## config.mk

```make
export PLATFORM = sky130hd
export DESIGN_NAME = tuner_servo_control_logic
export DESIGN_NICKNAME = d
export VERILOG_FILES = /design/src/verilog/tuner_servo_pkg.sv /design/src/verilog/tuner_servo_control_logic.sv
export SDC_FILE = /design/constraint.sdc
export NUM_CORES = 1
export LEC_CHECK = 0
export BUFFER_PORTS_ARGS = -buffer_cell sky130_fd_sc_hd__buf_2
export CORE_MARGIN = 3
export CORE_UTILIZATION = 41
export DETAILED_ROUTE_END_ITERATION = 10
export PLACE_DENSITY = 0.76
export SLEW_MARGIN = 20
export SYNTH_ARGS = -nofsm -noshare
export SYNTH_HDL_FRONTEND = slang
export SYNTH_SLANG_ARGS = --single-unit
```

## constraint.sdc

```tcl
create_clock -name i_clock -period 1.2 [get_ports i_clock]
set_input_delay 0.06 -clock i_clock [delete_from_list [all_inputs] [get_ports i_clock]]
set_output_delay 0.06 -clock i_clock [all_outputs]
set_load 0.01 [all_outputs]
```

## src/verilog/tuner_servo_pkg.sv

```systemverilog
// constants and carrier types for the tuner servo control logic
// assumes one 50 MHz clock and an active-low asynchronous reset
package tuner_servo_pkg;
	localparam int SYNC_STAGES = 2;
	localparam logic [1:0] SYNC_RESET = 2'h3;
	localparam logic LATCH_RESET = 1'h0;
	localparam logic OUT_IDLE_N = 1'h1;
	localparam logic DRIVE_IDLE = 1'h0;

	// error signs from the preamplifier level changers, active high
	typedef struct packed {
		logic phase_pos;
		logic phase_neg;
		logic amp_high;
		logic amp_low;
	} error_sign_t;

	// asynchronous limit and control lines, all active low
	typedef struct packed {
		logic ind_min_n;
		logic cap_max_n;
		logic tune_n;
		logic force_inhibit_n;
	} limit_in_t;

	// servo commands, active high
	typedef struct packed {
		logic cap_decrease;
		logic cap_increase;
		logic ind_increase;
		logic ind_decrease;
	} servo_cmd_t;
endpackage
```

## src/verilog/tuner_servo_control_logic.sv

```systemverilog
// tuner servo control logic: homing and forcing latches, detectors and drive gating
// assumes error signs and the match-good-high line arrive synchronous to i_clock;
// limit, tune and inhibit lines are asynchronous and get synchronised here
//
// Operation
// RULE_01: phase positive and above 50 ohms detect
// RULE_02: active-low limit pair output to series board
// RULE_03: capacitor decrease on positive, increase on negative/home
// RULE_04: inductor increase below 50, decrease above
// RULE_05: series step on minimum, zero phase, not below
// RULE_06: series step suppressed at capacitor maximum
// RULE_07: capacitor homing suppresses zero-phase step detection
// RULE_08: positive-high detect clears all three latches
// RULE_09: latches cleared at power up
// RULE_10: tune pulse sets capacitor homing, drives increase
// RULE_11: capacitor maximum clears capacitor homing
// RULE_12: homing or tune blocks error phase drives
// RULE_13: tune pulse sets inductor homing, drives decrease
// RULE_14: inductor minimum clears inductor homing
// RULE_15: limit pair sets forcing, drives inductor increase
// RULE_16: series board inhibits forcing off home
// RULE_17: inhibit low keeps forcing latch from setting
// RULE_18: control board holds match-good-high during tune
// RULE_19: match-good-high blocks both phase drives
// RULE_20: control board signals match via both lines
// RULE_21: inductor latches or match-good-high block amplitude drives
// RULE_22: clocked latches, two-stage input synchronisers
// RULE_23: clear wins over set in latches
module tuner_servo_control_logic
	import tuner_servo_pkg::*;
(
	input wire logic i_clock,
	input wire logic i_resetn,
	input wire error_sign_t i_error,
	input wire limit_in_t i_limit,
	input wire logic i_match_good_high,
	output logic o_pos_high_detect_n,
	output logic o_limit_pair_n,
	output logic o_series_step_n,
	output servo_cmd_t o_servo,
	output logic o_capacitor_homing_latch,
	output logic o_inductor_homing_latch,
	output logic o_inductor_forcing_latch
);
	// one synchroniser per asynchronous line; idle level is high
	logic [1:0] sync_ind_min_r;
	logic [1:0] sync_cap_max_r;
	logic [1:0] sync_tune_r;
	logic [1:0] sync_inhibit_r;
	logic capacitor_homing_latch_r;
	logic capacitor_homing_latch_nxt;
	logic inductor_homing_latch_r;
	logic inductor_homing_latch_nxt;
	logic inductor_forcing_latch_r;
	logic inductor_forcing_latch_nxt;
	logic pos_high_detect_n_r;
	logic limit_pair_n_r;
	logic series_step_n_r;
	logic cap_decrease_r;
	logic cap_increase_r;
	logic ind_increase_r;
	logic ind_decrease_r;
	servo_cmd_t servo_nxt;

	// one synchroniser step: the pin enters stage 0, stage 0 moves on to stage 1
	function automatic logic [1:0] sync_step(input logic [1:0] stages, input logic pin_n);
		sync_step = {stages[0], pin_n};
	endfunction

	// one latch step; clear is looked at first, so it wins [RULE_23]
	function automatic logic latch_step(input logic held, input logic set_in,
		input logic clear_in);
		if (clear_in)
		begin
			latch_step = LATCH_RESET;
		end
		else
		begin
			latch_step = held | set_in;
		end
	endfunction

	wire ind_min = ~sync_ind_min_r[1];
	wire cap_max = ~sync_cap_max_r[1];
	wire tune = ~sync_tune_r[1];
	wire inhibit = ~sync_inhibit_r[1];

	// first stage feeds only the second [RULE_22]
	always_ff @(posedge i_clock or negedge i_resetn)
	begin
		if (!i_resetn)
		begin
			sync_ind_min_r <= SYNC_RESET;
		end
		else
		begin
			sync_ind_min_r <= sync_step(sync_ind_min_r, i_limit.ind_min_n);
		end
	end

	always_ff @(posedge i_clock or negedge i_resetn)
	begin
		if (!i_resetn)
		begin
			sync_cap_max_r <= SYNC_RESET;
		end
		else
		begin
			sync_cap_max_r <= sync_step(sync_cap_max_r, i_limit.cap_max_n);
		end
	end

	always_ff @(posedge i_clock or negedge i_resetn)
	begin
		if (!i_resetn)
		begin
			sync_tune_r <= SYNC_RESET;
		end
		else
		begin
			sync_tune_r <= sync_step(sync_tune_r, i_limit.tune_n);
		end
	end

	always_ff @(posedge i_clock or negedge i_resetn)
	begin
		if (!i_resetn)
		begin
			sync_inhibit_r <= SYNC_RESET;
		end
		else
		begin
			sync_inhibit_r <= sync_step(sync_inhibit_r, i_limit.force_inhibit_n);
		end
	end

	// detectors
	wire pos_high = i_error.phase_pos & i_error.amp_high; // [RULE_01]
	wire limit_pair = ind_min & cap_max; // [RULE_02]
	// zero phase is hidden while the capacitor homes [RULE_07]
	wire zero_phase = ~i_error.phase_pos & ~i_error.phase_neg & ~capacitor_homing_latch_r;
	// step needs inductor minimum, zero phase, amplitude not low [RULE_05]
	wire series_step = ind_min & zero_phase & ~i_error.amp_low & ~cap_max; // [RULE_06]

	// latch next values: clear beats set [RULE_23] [RULE_08]
	wire cap_home_clr = pos_high | cap_max; // [RULE_11]
	wire ind_home_clr = pos_high | ind_min; // [RULE_14]
	wire ind_force_set = limit_pair & ~inhibit; // [RULE_15] [RULE_17]
	assign capacitor_homing_latch_nxt = latch_step(capacitor_homing_latch_r, tune,
		cap_home_clr); // [RULE_10]
	assign inductor_homing_latch_nxt = latch_step(inductor_homing_latch_r, tune,
		ind_home_clr); // [RULE_13]
	assign inductor_forcing_latch_nxt = latch_step(inductor_forcing_latch_r, ind_force_set,
		pos_high); // [RULE_15]

	// drive gating: home or tune shorts the phase error drives [RULE_12]
	wire phase_block = capacitor_homing_latch_r | tune | i_match_good_high; // [RULE_19]
	wire amp_block = inductor_homing_latch_r | inductor_forcing_latch_r
		| i_match_good_high; // [RULE_21]
	// match-good-high is raised by the control board through the tune pulse,
	// so the tune term above is kept as a local guard as well [RULE_18]
	assign servo_nxt.cap_decrease = i_error.phase_pos & ~phase_block; // [RULE_03]
	assign servo_nxt.cap_increase = (i_error.phase_neg & ~phase_block)
		| capacitor_homing_latch_r; // [RULE_03] [RULE_10]
	assign servo_nxt.ind_increase = (i_error.amp_low & ~amp_block)
		| inductor_forcing_latch_r; // [RULE_04] [RULE_15]
	assign servo_nxt.ind_decrease = (i_error.amp_high & ~amp_block)
		| inductor_homing_latch_r; // [RULE_04] [RULE_13]

	// latches are flip-flops: a tune pulse shorter than a clock can be missed
	// power-up leaves every latch cleared [RULE_09]
	always_ff @(posedge i_clock or negedge i_resetn)
	begin
		if (!i_resetn)
		begin
			capacitor_homing_latch_r <= LATCH_RESET;
		end
		else
		begin
			capacitor_homing_latch_r <= capacitor_homing_latch_nxt; // [RULE_22]
		end
	end

	always_ff @(posedge i_clock or negedge i_resetn)
	begin
		if (!i_resetn)
		begin
			inductor_homing_latch_r <= LATCH_RESET;
		end
		else
		begin
			inductor_homing_latch_r <= inductor_homing_latch_nxt;
		end
	end

	always_ff @(posedge i_clock or negedge i_resetn)
	begin
		if (!i_resetn)
		begin
			inductor_forcing_latch_r <= LATCH_RESET;
		end
		else
		begin
			inductor_forcing_latch_r <= inductor_forcing_latch_nxt;
		end
	end

	// registered outputs; one cycle of latency buys glitch-free drive lines
	always_ff @(posedge i_clock or negedge i_resetn)
	begin
		if (!i_resetn)
		begin
			pos_high_detect_n_r <= OUT_IDLE_N;
		end
		else
		begin
			pos_high_detect_n_r <= ~pos_high; // [RULE_01]
		end
	end

	always_ff @(posedge i_clock or negedge i_resetn)
	begin
		if (!i_resetn)
		begin
			limit_pair_n_r <= OUT_IDLE_N;
		end
		else
		begin
			limit_pair_n_r <= ~limit_pair; // [RULE_02]
		end
	end

	always_ff @(posedge i_clock or negedge i_resetn)
	begin
		if (!i_resetn)
		begin
			series_step_n_r <= OUT_IDLE_N;
		end
		else
		begin
			series_step_n_r <= ~series_step; // [RULE_05]
		end
	end

	always_ff @(posedge i_clock or negedge i_resetn)
	begin
		if (!i_resetn)
		begin
			cap_decrease_r <= DRIVE_IDLE;
		end
		else
		begin
			cap_decrease_r <= servo_nxt.cap_decrease; // [RULE_03]
		end
	end

	always_ff @(posedge i_clock or negedge i_resetn)
	begin
		if (!i_resetn)
		begin
			cap_increase_r <= DRIVE_IDLE;
		end
		else
		begin
			cap_increase_r <= servo_nxt.cap_increase; // [RULE_03]
		end
	end

	always_ff @(posedge i_clock or negedge i_resetn)
	begin
		if (!i_resetn)
		begin
			ind_increase_r <= DRIVE_IDLE;
		end
		else
		begin
			ind_increase_r <= servo_nxt.ind_increase; // [RULE_04]
		end
	end

	always_ff @(posedge i_clock or negedge i_resetn)
	begin
		if (!i_resetn)
		begin
			ind_decrease_r <= DRIVE_IDLE;
		end
		else
		begin
			ind_decrease_r <= servo_nxt.ind_decrease; // [RULE_04]
		end
	end

	assign o_pos_high_detect_n = pos_high_detect_n_r;
	assign o_limit_pair_n = limit_pair_n_r;
	assign o_series_step_n = series_step_n_r;
	assign o_servo = servo_cmd_t'({cap_decrease_r, cap_increase_r,
		ind_increase_r, ind_decrease_r});
	assign o_capacitor_homing_latch = capacitor_homing_latch_r;
	assign o_inductor_homing_latch = inductor_homing_latch_r;
	assign o_inductor_forcing_latch = inductor_forcing_latch_r;
endmodule

```

[Yosys cells after proc, flatten, opt, wreduce, memory -nomap -nowiden]
Index checks and enable logic that the tools add are counted.
Storage, ports and cells
  register bits: 18
  output and inout port bits: 10
  word-level logic and storage cells: 52
Operators by class
  muxes and demuxes: 3
  bitwise logic cells: 35
Operators by type and width (count)
  1-bit AND: 12
  1-bit inverter: 12
  1-bit OR: 11
  1-bit two-way mux: 3

[Longest topological paths before layout]
Gate-level depths: netlist of run 1.
  depth after elaboration: 7
  depth in mapped cells: 2

[Worst setup path after synthesis of run 1]
Ideal clock, no wire load.
  kind: reg2reg
  start point: register sync_tune_r[1]
  end point: register capacitor_homing_latch_r, in the netlist o_capacitor_homing_latch
  setup time: 120 ps
  arrival: 739 ps
  required time: 1080 ps
  slack: 342 ps
  cell stages (with the launch flop): 3
  path buffers: 0
  period minus slack after synthesis: 858 ps
  cell sequence: dfstp_2 -> nand2b_1 -> and3_1
On the way
  word-level cells in the longest chain between the ends: 3
Ends and longest elaborated chain
  from (decl): line tuner_servo_control_logic.sv:48  | logic [1:0] sync_tune_r;
  from (signal assigned): line tuner_servo_control_logic.sv:121  | sync_tune_r <= sync_step(sync_tune_r, i_limit.tune_n);
  1-bit inverter: line tuner_servo_control_logic.sv:85  | wire tune = ~sync_tune_r[1];
  1-bit OR: line tuner_servo_control_logic.sv:79  | latch_step = held | set_in;
  1-bit two-way mux: line tuner_servo_control_logic.sv:73  | if (clear_in)
  via capacitor_homing_latch_nxt: line tuner_servo_control_logic.sv:51  | logic capacitor_homing_latch_nxt;
  to (signal assigned): line tuner_servo_control_logic.sv:180  | capacitor_homing_latch_r <= capacitor_homing_latch_nxt;
  to (decl): line tuner_servo_control_logic.sv:50  | logic capacitor_homing_latch_r;
The timed path passes the listed nets, and every way through them passes these cells.

[Worst setup path in the final report of run 1]
  start point: input port i_error[1] in the netlist's numbering
  end point: register pos_high_detect_n_r, in the netlist o_pos_high_detect_n
On the way
  word-level cells in the longest chain between the ends: 2
Ends and longest elaborated chain
  from (decl): line tuner_servo_control_logic.sv:34  | input wire error_sign_t i_error,
  1-bit AND: line tuner_servo_control_logic.sv:138  | wire pos_high = i_error.phase_pos & i_error.amp_high;
  1-bit inverter: line tuner_servo_control_logic.sv:217  | pos_high_detect_n_r <= ~pos_high;
  to (signal assigned): line tuner_servo_control_logic.sv:217
  to (decl): line tuner_servo_control_logic.sv:56  | logic pos_high_detect_n_r;
No other way between the ends.

==> results of run 1 <==
## cell families (layout without fill, tap and decap cells)
kind of cell	Yosys count	after routing	share of synthesized area, %
flip-flops	18	18	76.7
buffers and inverters	5	35	5.58
AO/OA/AOI/OAI	4	4	5.17
AND/OR/NAND/NOR	12	12	12.6
## placed cells by master (no fill, tap or decap), drive strengths merged, types with 2 or more instances in the layout
master,n
nand2b,2
a21o,2
and3,2
dfstp,11
clkbuf,4
dlygate4sd3,10
nor3b,2
nor2,2
buf,20
dfrtp,7
## report_power, final
part,switching (mW),internal (mW)
Clock,0.166,0.185
Sequential,0.0177,0.658
Combinational,0.0555,0.0684
Total,0.239,0.911
## registers in the layout (all words and copies together) (netlist names)
| name | flops |
|---|---|
| o_capacitor_homing_latch | 1 |
| ind_increase_r | 1 |
| sync_inhibit_r | 2 |
| o_inductor_homing_latch | 1 |
| ind_decrease_r | 1 |
| o_inductor_forcing_latch | 1 |
| sync_tune_r | 2 |
| sync_ind_min_r | 2 |
| cap_decrease_r | 1 |
| sync_cap_max_r | 2 |
| o_limit_pair_n | 1 |
| cap_increase_r | 1 |
| o_pos_high_detect_n | 1 |
| o_series_step_n | 1 |
## worst paths after layout
kind | startpoint | end | slack (ns) | depth (start not counted)
max | i_error[1] | o_pos_high_detect_n | 0.04 | 4
min in group asynchronous | i_resetn | o_capacitor_homing_latch | 0.23 | 2
min reg2reg | sync_ind_min_r[0] | sync_ind_min_r[1] | 0.36 | 0
max reg2reg | sync_tune_r[1] | o_capacitor_homing_latch | 0.29 | 2
min | i_error[3] | o_series_step_n | 0.03 | 3
max in group asynchronous | i_resetn | o_pos_high_detect_n | 0.65 | 2
## layout make-up
type / count / area, µm²
multi-input combinational: 16 / 108
timing repair buffer: 30 / 200
fill: 106 / 519
clock buffer: 4 / 36.3
sequential: 18 / 464
inverter: 1 / 3.75
tap: 15 / 18.8
## worst min-delay path, cell delays in order
cell,delay (ns)
sky130_fd_sc_hd__buf_2,0.10
sky130_fd_sc_hd__nor4_1,0.05
sky130_fd_sc_hd__nand3b_1,0.07
## metrics by stage
step	power [mW]	util, %	setup slack, ns
floorplan	0.741	-	0.342
global placement	0.783	51.4	0.311
detailed placement	0.787	51.4	0.306
CTS	1.17	61.5	0.0428
global route	1.22	61.5	0.0102
finish	1.15	61.5	0.0380
## per-layer routing
layer  global-route usage (%)  routed length [µm]  vias up
met5                        0                   0        -
met4                     10.8                   6        0
met3                     2.85                  86        2
met2                     17.4                 462       18
met1                     12.5                 442      185
li1                         -                   -      185
## what timing repair did
action / 4_1_cts / 5_1_grt
gates resized for setup: 0 / 0
hold buffers: 10 / 0
buffers inserted: 0 / 0
endpoints found under the hold margin: 27 / 0
==> impl_metrics.toml, run 1 <==
[grt]
via_count_of_the_first_global_routing_pass = 392
globalRouteTotalUtil_pct = 11.3
antenna_found_initial = 0
grt_max_degree = 19
grt_pass1_wl_um = 1530
grt_overflow_total = 0

[critical_path]
worst_setup_path_end_kind = "flop"
type_of_the_worst_setup_path = "input port to flop"
critical_path.cell_chain = "dlygate4sd3_1 -> buf_2 -> nand2_1 -> dlygate4sd3_1"
worst-path-buf-inv = 3
critPathSlowestCell = "sky130_fd_sc_hd__dlygate4sd3_1"
critical_path.most_common_cell = "sky130_fd_sc_hd__dlygate4sd3_1"
critPathTopFamily = "buffers and inverters"
start_kind = "input port"
critical-path-max-stage-delay_ns = 0.56
critical_path_peak_fanout = 4
critical_path_arrival_ns = 1.39
worst-endpoint-required_ns = 1.43

[detailed_routing]
drt-initial-drc-count = 4
drc = 0
vias = 390
antenna_violating_nets_left = 0
detail_route.wirelength_um = 997
route.detailed.vias_per_inst = 4.64
post_drt_wl_per_cell_um = 11.9
drt_first_pass_iters = 2

[synth]
synthMostInstantiatedCell = "sky130_fd_sc_hd__dfstp_2"
post_synth.cell_area_avg_um2 = 15.5
async_reset_ff_share_pct = 100
yosys.cell_types.count = 16
synthCells = 39
mappedNetlistArea_um2 = 606
synth-seq-cells = 18
number_of_warnings_issued_by_yosys = 0
yosys-top-cells-count = "11 x sky130_fd_sc_hd__dfstp_2, 7 x sky130_fd_sc_hd__dfrtp_1, 4 x sky130_fd_sc_hd__buf_4"
postSynthNetCount = 50
synth_area_leader_cell = "sky130_fd_sc_hd__dfstp_2"
dominant_cells_by_area_after_synthesis = "sky130_fd_sc_hd__dfstp_2 48%, sky130_fd_sc_hd__dfrtp_1 29%, sky130_fd_sc_hd__buf_4 5.0%"
synth_top_cell_area_share_pct = 47.7
yosysSeqAreaShare_pct = 76.7
synth-edff-count = 0
ys.flop_type = "sky130_fd_sc_hd__dfstp_2"

[status]
status = "completed"

[timing]
grt_setup_unrepaired = "no"
setup_viol = 0
worst_slew_margin_rel_pct = 73.9
hold_violations = 0
slew_viol_final = 0
final.setup_skew_ns = 0.00193
finalHoldWorstSlack_ns = 0.0283
post-route-period-util_pct = 96.8
period_needed_ns = 1.16
tightest_slew_ns = 0.391
final.setup.tns_ns = 0
fmaxAchievable_mhz = 861

[layout]
finalNetCount = 81
post_route_cells_drive_above_1_share_pct = 53.6
layout-area-overhead-vs-synth_pct = 37.2
n_antenna_cell = 0
finish.instance_area_um2 = 831
final_cell_count_no_fill = 84

[place]
placed_cell_area_um2 = 694
detailedPlacementHpwl_um = 665
gp_routability_congestion = 0.766
portbufs = 20
count_of_placed_standard_cells_including_taps = 70

[clock_network]
clk_path_buf_depth = 2
sink_count = 18
cts_root_buffer = "sky130_fd_sc_hd__clkbuf_4"
tritoncts = "done"
cts_buffers = 3
cts.reportedPaths.clkPinSlew_ns = 0.09
clk_latency_ns = 0.28
cts-htree-levels = 1

[die]
boundaryPins = 21
die_h_um = 44.4
core.rowCount = 13
die_area_mm2 = 0.00197
core_area_mm2 = 0.00135
dieWidth_um = 44.4
initial_utilization_pct = 44.9

[pwr]
cellPowerDensity_mw_per_mm2 = 1380
p_leak_nw = 0.404
irDropWorstVdd_mv = 0.732

[job]
max_cap_violations = 0

[hold_path]
min_path_type = "input port to flop"
(Power assumes the default switching activity.)
==> run 2: changes to the inputs <==
==> constraint.sdc (replaced) <==
create_clock -name i_clock -period 1.4 [get_ports i_clock]
set_input_delay 0.07 -clock i_clock [delete_from_list [all_inputs] [get_ports i_clock]]
set_output_delay 0.07 -clock i_clock [all_outputs]
set_load 0.01 [all_outputs]
==> run 2 against run 1 <==
  * Hold slack worse by 0.011 ns
  * Utilization is 1.5 points lower
  * Cell area is 2.4% lower
  * Critical endpoint unchanged
  * Largest cell class unchanged
==> impl_metrics.toml, run 2 (synthesized netlist as in run 1, its figures left out) <==
[status]
status = "completed"

[critical_path]
worst-endpoint-required_ns = 1.63
critical_path_peak_fanout = 4
critical_path_arrival_ns = 1.41
start_kind = "input port"
worst_setup_path_end_kind = "flop"
type_of_the_worst_setup_path = "input port to flop"

[layout]
finalNetCount = 79
n_antenna_cell = 0
nFillCells = 107
layout-area-overhead-vs-synth_pct = 33.9
finish.instance_area_um2 = 811
post_route_cells_drive_above_1_share_pct = 55.2
final_cell_count_no_fill = 82
layout_common_cells = "20 x sky130_fd_sc_hd__buf_2, 11 x sky130_fd_sc_hd__dfstp_2, 8 x sky130_fd_sc_hd__dlygate4sd3_1"
mostFrequentLayoutCell = "sky130_fd_sc_hd__buf_2"

[clock_network]
sink_count = 18
cts_buffers = 3
clk_path_buf_depth = 2
cts_root_buffer = "sky130_fd_sc_hd__clkbuf_4"
clk_latency_ns = 0.28
post_cts_resize_count = 0
cts-htree-levels = 1
cts.reportedPaths.clkPinSlew_ns = 0.09
tritoncts = "done"

[timing]
post-route-period-util_pct = 84.7
fin_ws_ns = 0.214
worst_slew_margin_rel_pct = 74.6
final.setup_skew_ns = 0.00247
setup_viol = 0
final.setup.tns_ns = 0
period_needed_ns = 1.19
hold_violations = 0
grt_setup_unrepaired = "no"
finalHoldWorstSlack_ns = 0.0173
fmaxAchievable_mhz = 843
slew_viol_final = 0
tightest_slew_ns = 0.382

[detailed_routing]
drt_first_pass_iters = 2
drc = 0
post_drt_wl_per_cell_um = 12.0
route.detailed.vias_per_inst = 4.73
vias = 388
drt-initial-drc-count = 1
detail_route.wirelength_um = 987
antenna_violating_nets_left = 0

[place]
gp_routability_congestion = 0.766
count_of_placed_standard_cells_including_taps = 70
pre_cts_slack_ns = 0.519
portbufs = 20
placed_cell_area_um2 = 694

[grt]
antenna_found_initial = 0
via_count_of_the_first_global_routing_pass = 388
globalRouteTotalUtil_pct = 11.0
grt_overflow_total = 0
grt_max_degree = 19
grt_pass1_wl_um = 1520

[die]
initial_utilization_pct = 44.9
core_area_mm2 = 0.00135
core.rowCount = 13
boundaryPins = 21
die_h_um = 44.4
dieWidth_um = 44.4
die_area_mm2 = 0.00197

[pwr]
irDropWorstVdd_mv = 0.658
cellPowerDensity_mw_per_mm2 = 1220
p_leak_nw = 0.396

[hold_path]
min_path_type = "input port to flop"

[job]
max_cap_violations = 0
-- run 2: changes by cell type in the layout (fill, tap and decap cells not counted) --
cell                            delta
sky130_fd_sc_hd__dlygate4sd3_1     -2
-- run 2: per-layer routing --
layer | GRT usage, % | vias to the layer above | share of wire [%]
met5 | 0 | - | 0
met1 | 11.4 | 187 | 41
li1 | - | 181 | -
met4 | 9.04 | 0 | 0.61
met3 | 2.85 | 2 | 8.8
met2 | 18.6 | 18 | 49
-- run 2: worst max-delay path: stages --
cell and delay [ns]:
sky130_fd_sc_hd__dlygate4sd3_1 0.54, sky130_fd_sc_hd__buf_2 0.13, sky130_fd_sc_hd__nand2_1 0.11, sky130_fd_sc_hd__dlygate4sd3_1 0.56
-- run 2: cell type report --
| cell class | count | area [µm²] | area share [%] |
|---|---|---|---|
| Timing Repair Buffer | 28 | 180 | 22.2 |
| Inverter | 1 | 3.75 | 0.463 |
| Clock buffer | 4 | 36.3 | 4.48 |
| Multi-Input combinational cell | 16 | 108 | 13.3 |
| Tap cell | 15 | 18.8 | 2.31 |
| Sequential cell | 18 | 464 | 57.3 |
-- run 2: where the power goes --
group	switching (mW)	total (mW)	leakage (nW)	internal (mW)
Combinational	0.0476	0.103	0.170	0.0550
Sequential	0.0155	0.579	0.205	0.564
Clock	0.146	0.304	0.0210	0.158
Total	0.209	0.986	0.396	0.777
-- run 2: path summary, 6_finish.rpt --
path | startpoint | end | cells after the start | slack, ns
worst max-delay path | i_error[1] | o_pos_high_detect_n | 4 | 0.21
min in group asynchronous | i_resetn | o_capacitor_homing_latch | 2 | 0.23
worst max register to register | sync_inhibit_r[1] | o_inductor_forcing_latch | 2 | 0.50
worst min-delay path | i_error[0] | ind_increase_r | 2 | 0.02
worst min register to register | sync_ind_min_r[0] | sync_ind_min_r[1] | 0 | 0.36
max in group asynchronous | i_resetn | sync_ind_min_r[1] | 2 | 0.86
-- run 2: metrics by stage --
stage / utilization [%] / total power, mW
2_1_floorplan: - / 0.636
4_1_cts: 60.1 / 1.00
3_5_place_dp: 51.4 / 0.675
6_report: 60.1 / 0.986
3_3_place_gp: 51.4 / 0.671
5_1_grt: 60.1 / 1.04
-- run 2: timing repair --
item                      in CTS  in global routing
hold buffers                   8                  0
hold endpoints to repair      25                  0
buffers inserted               0                  0
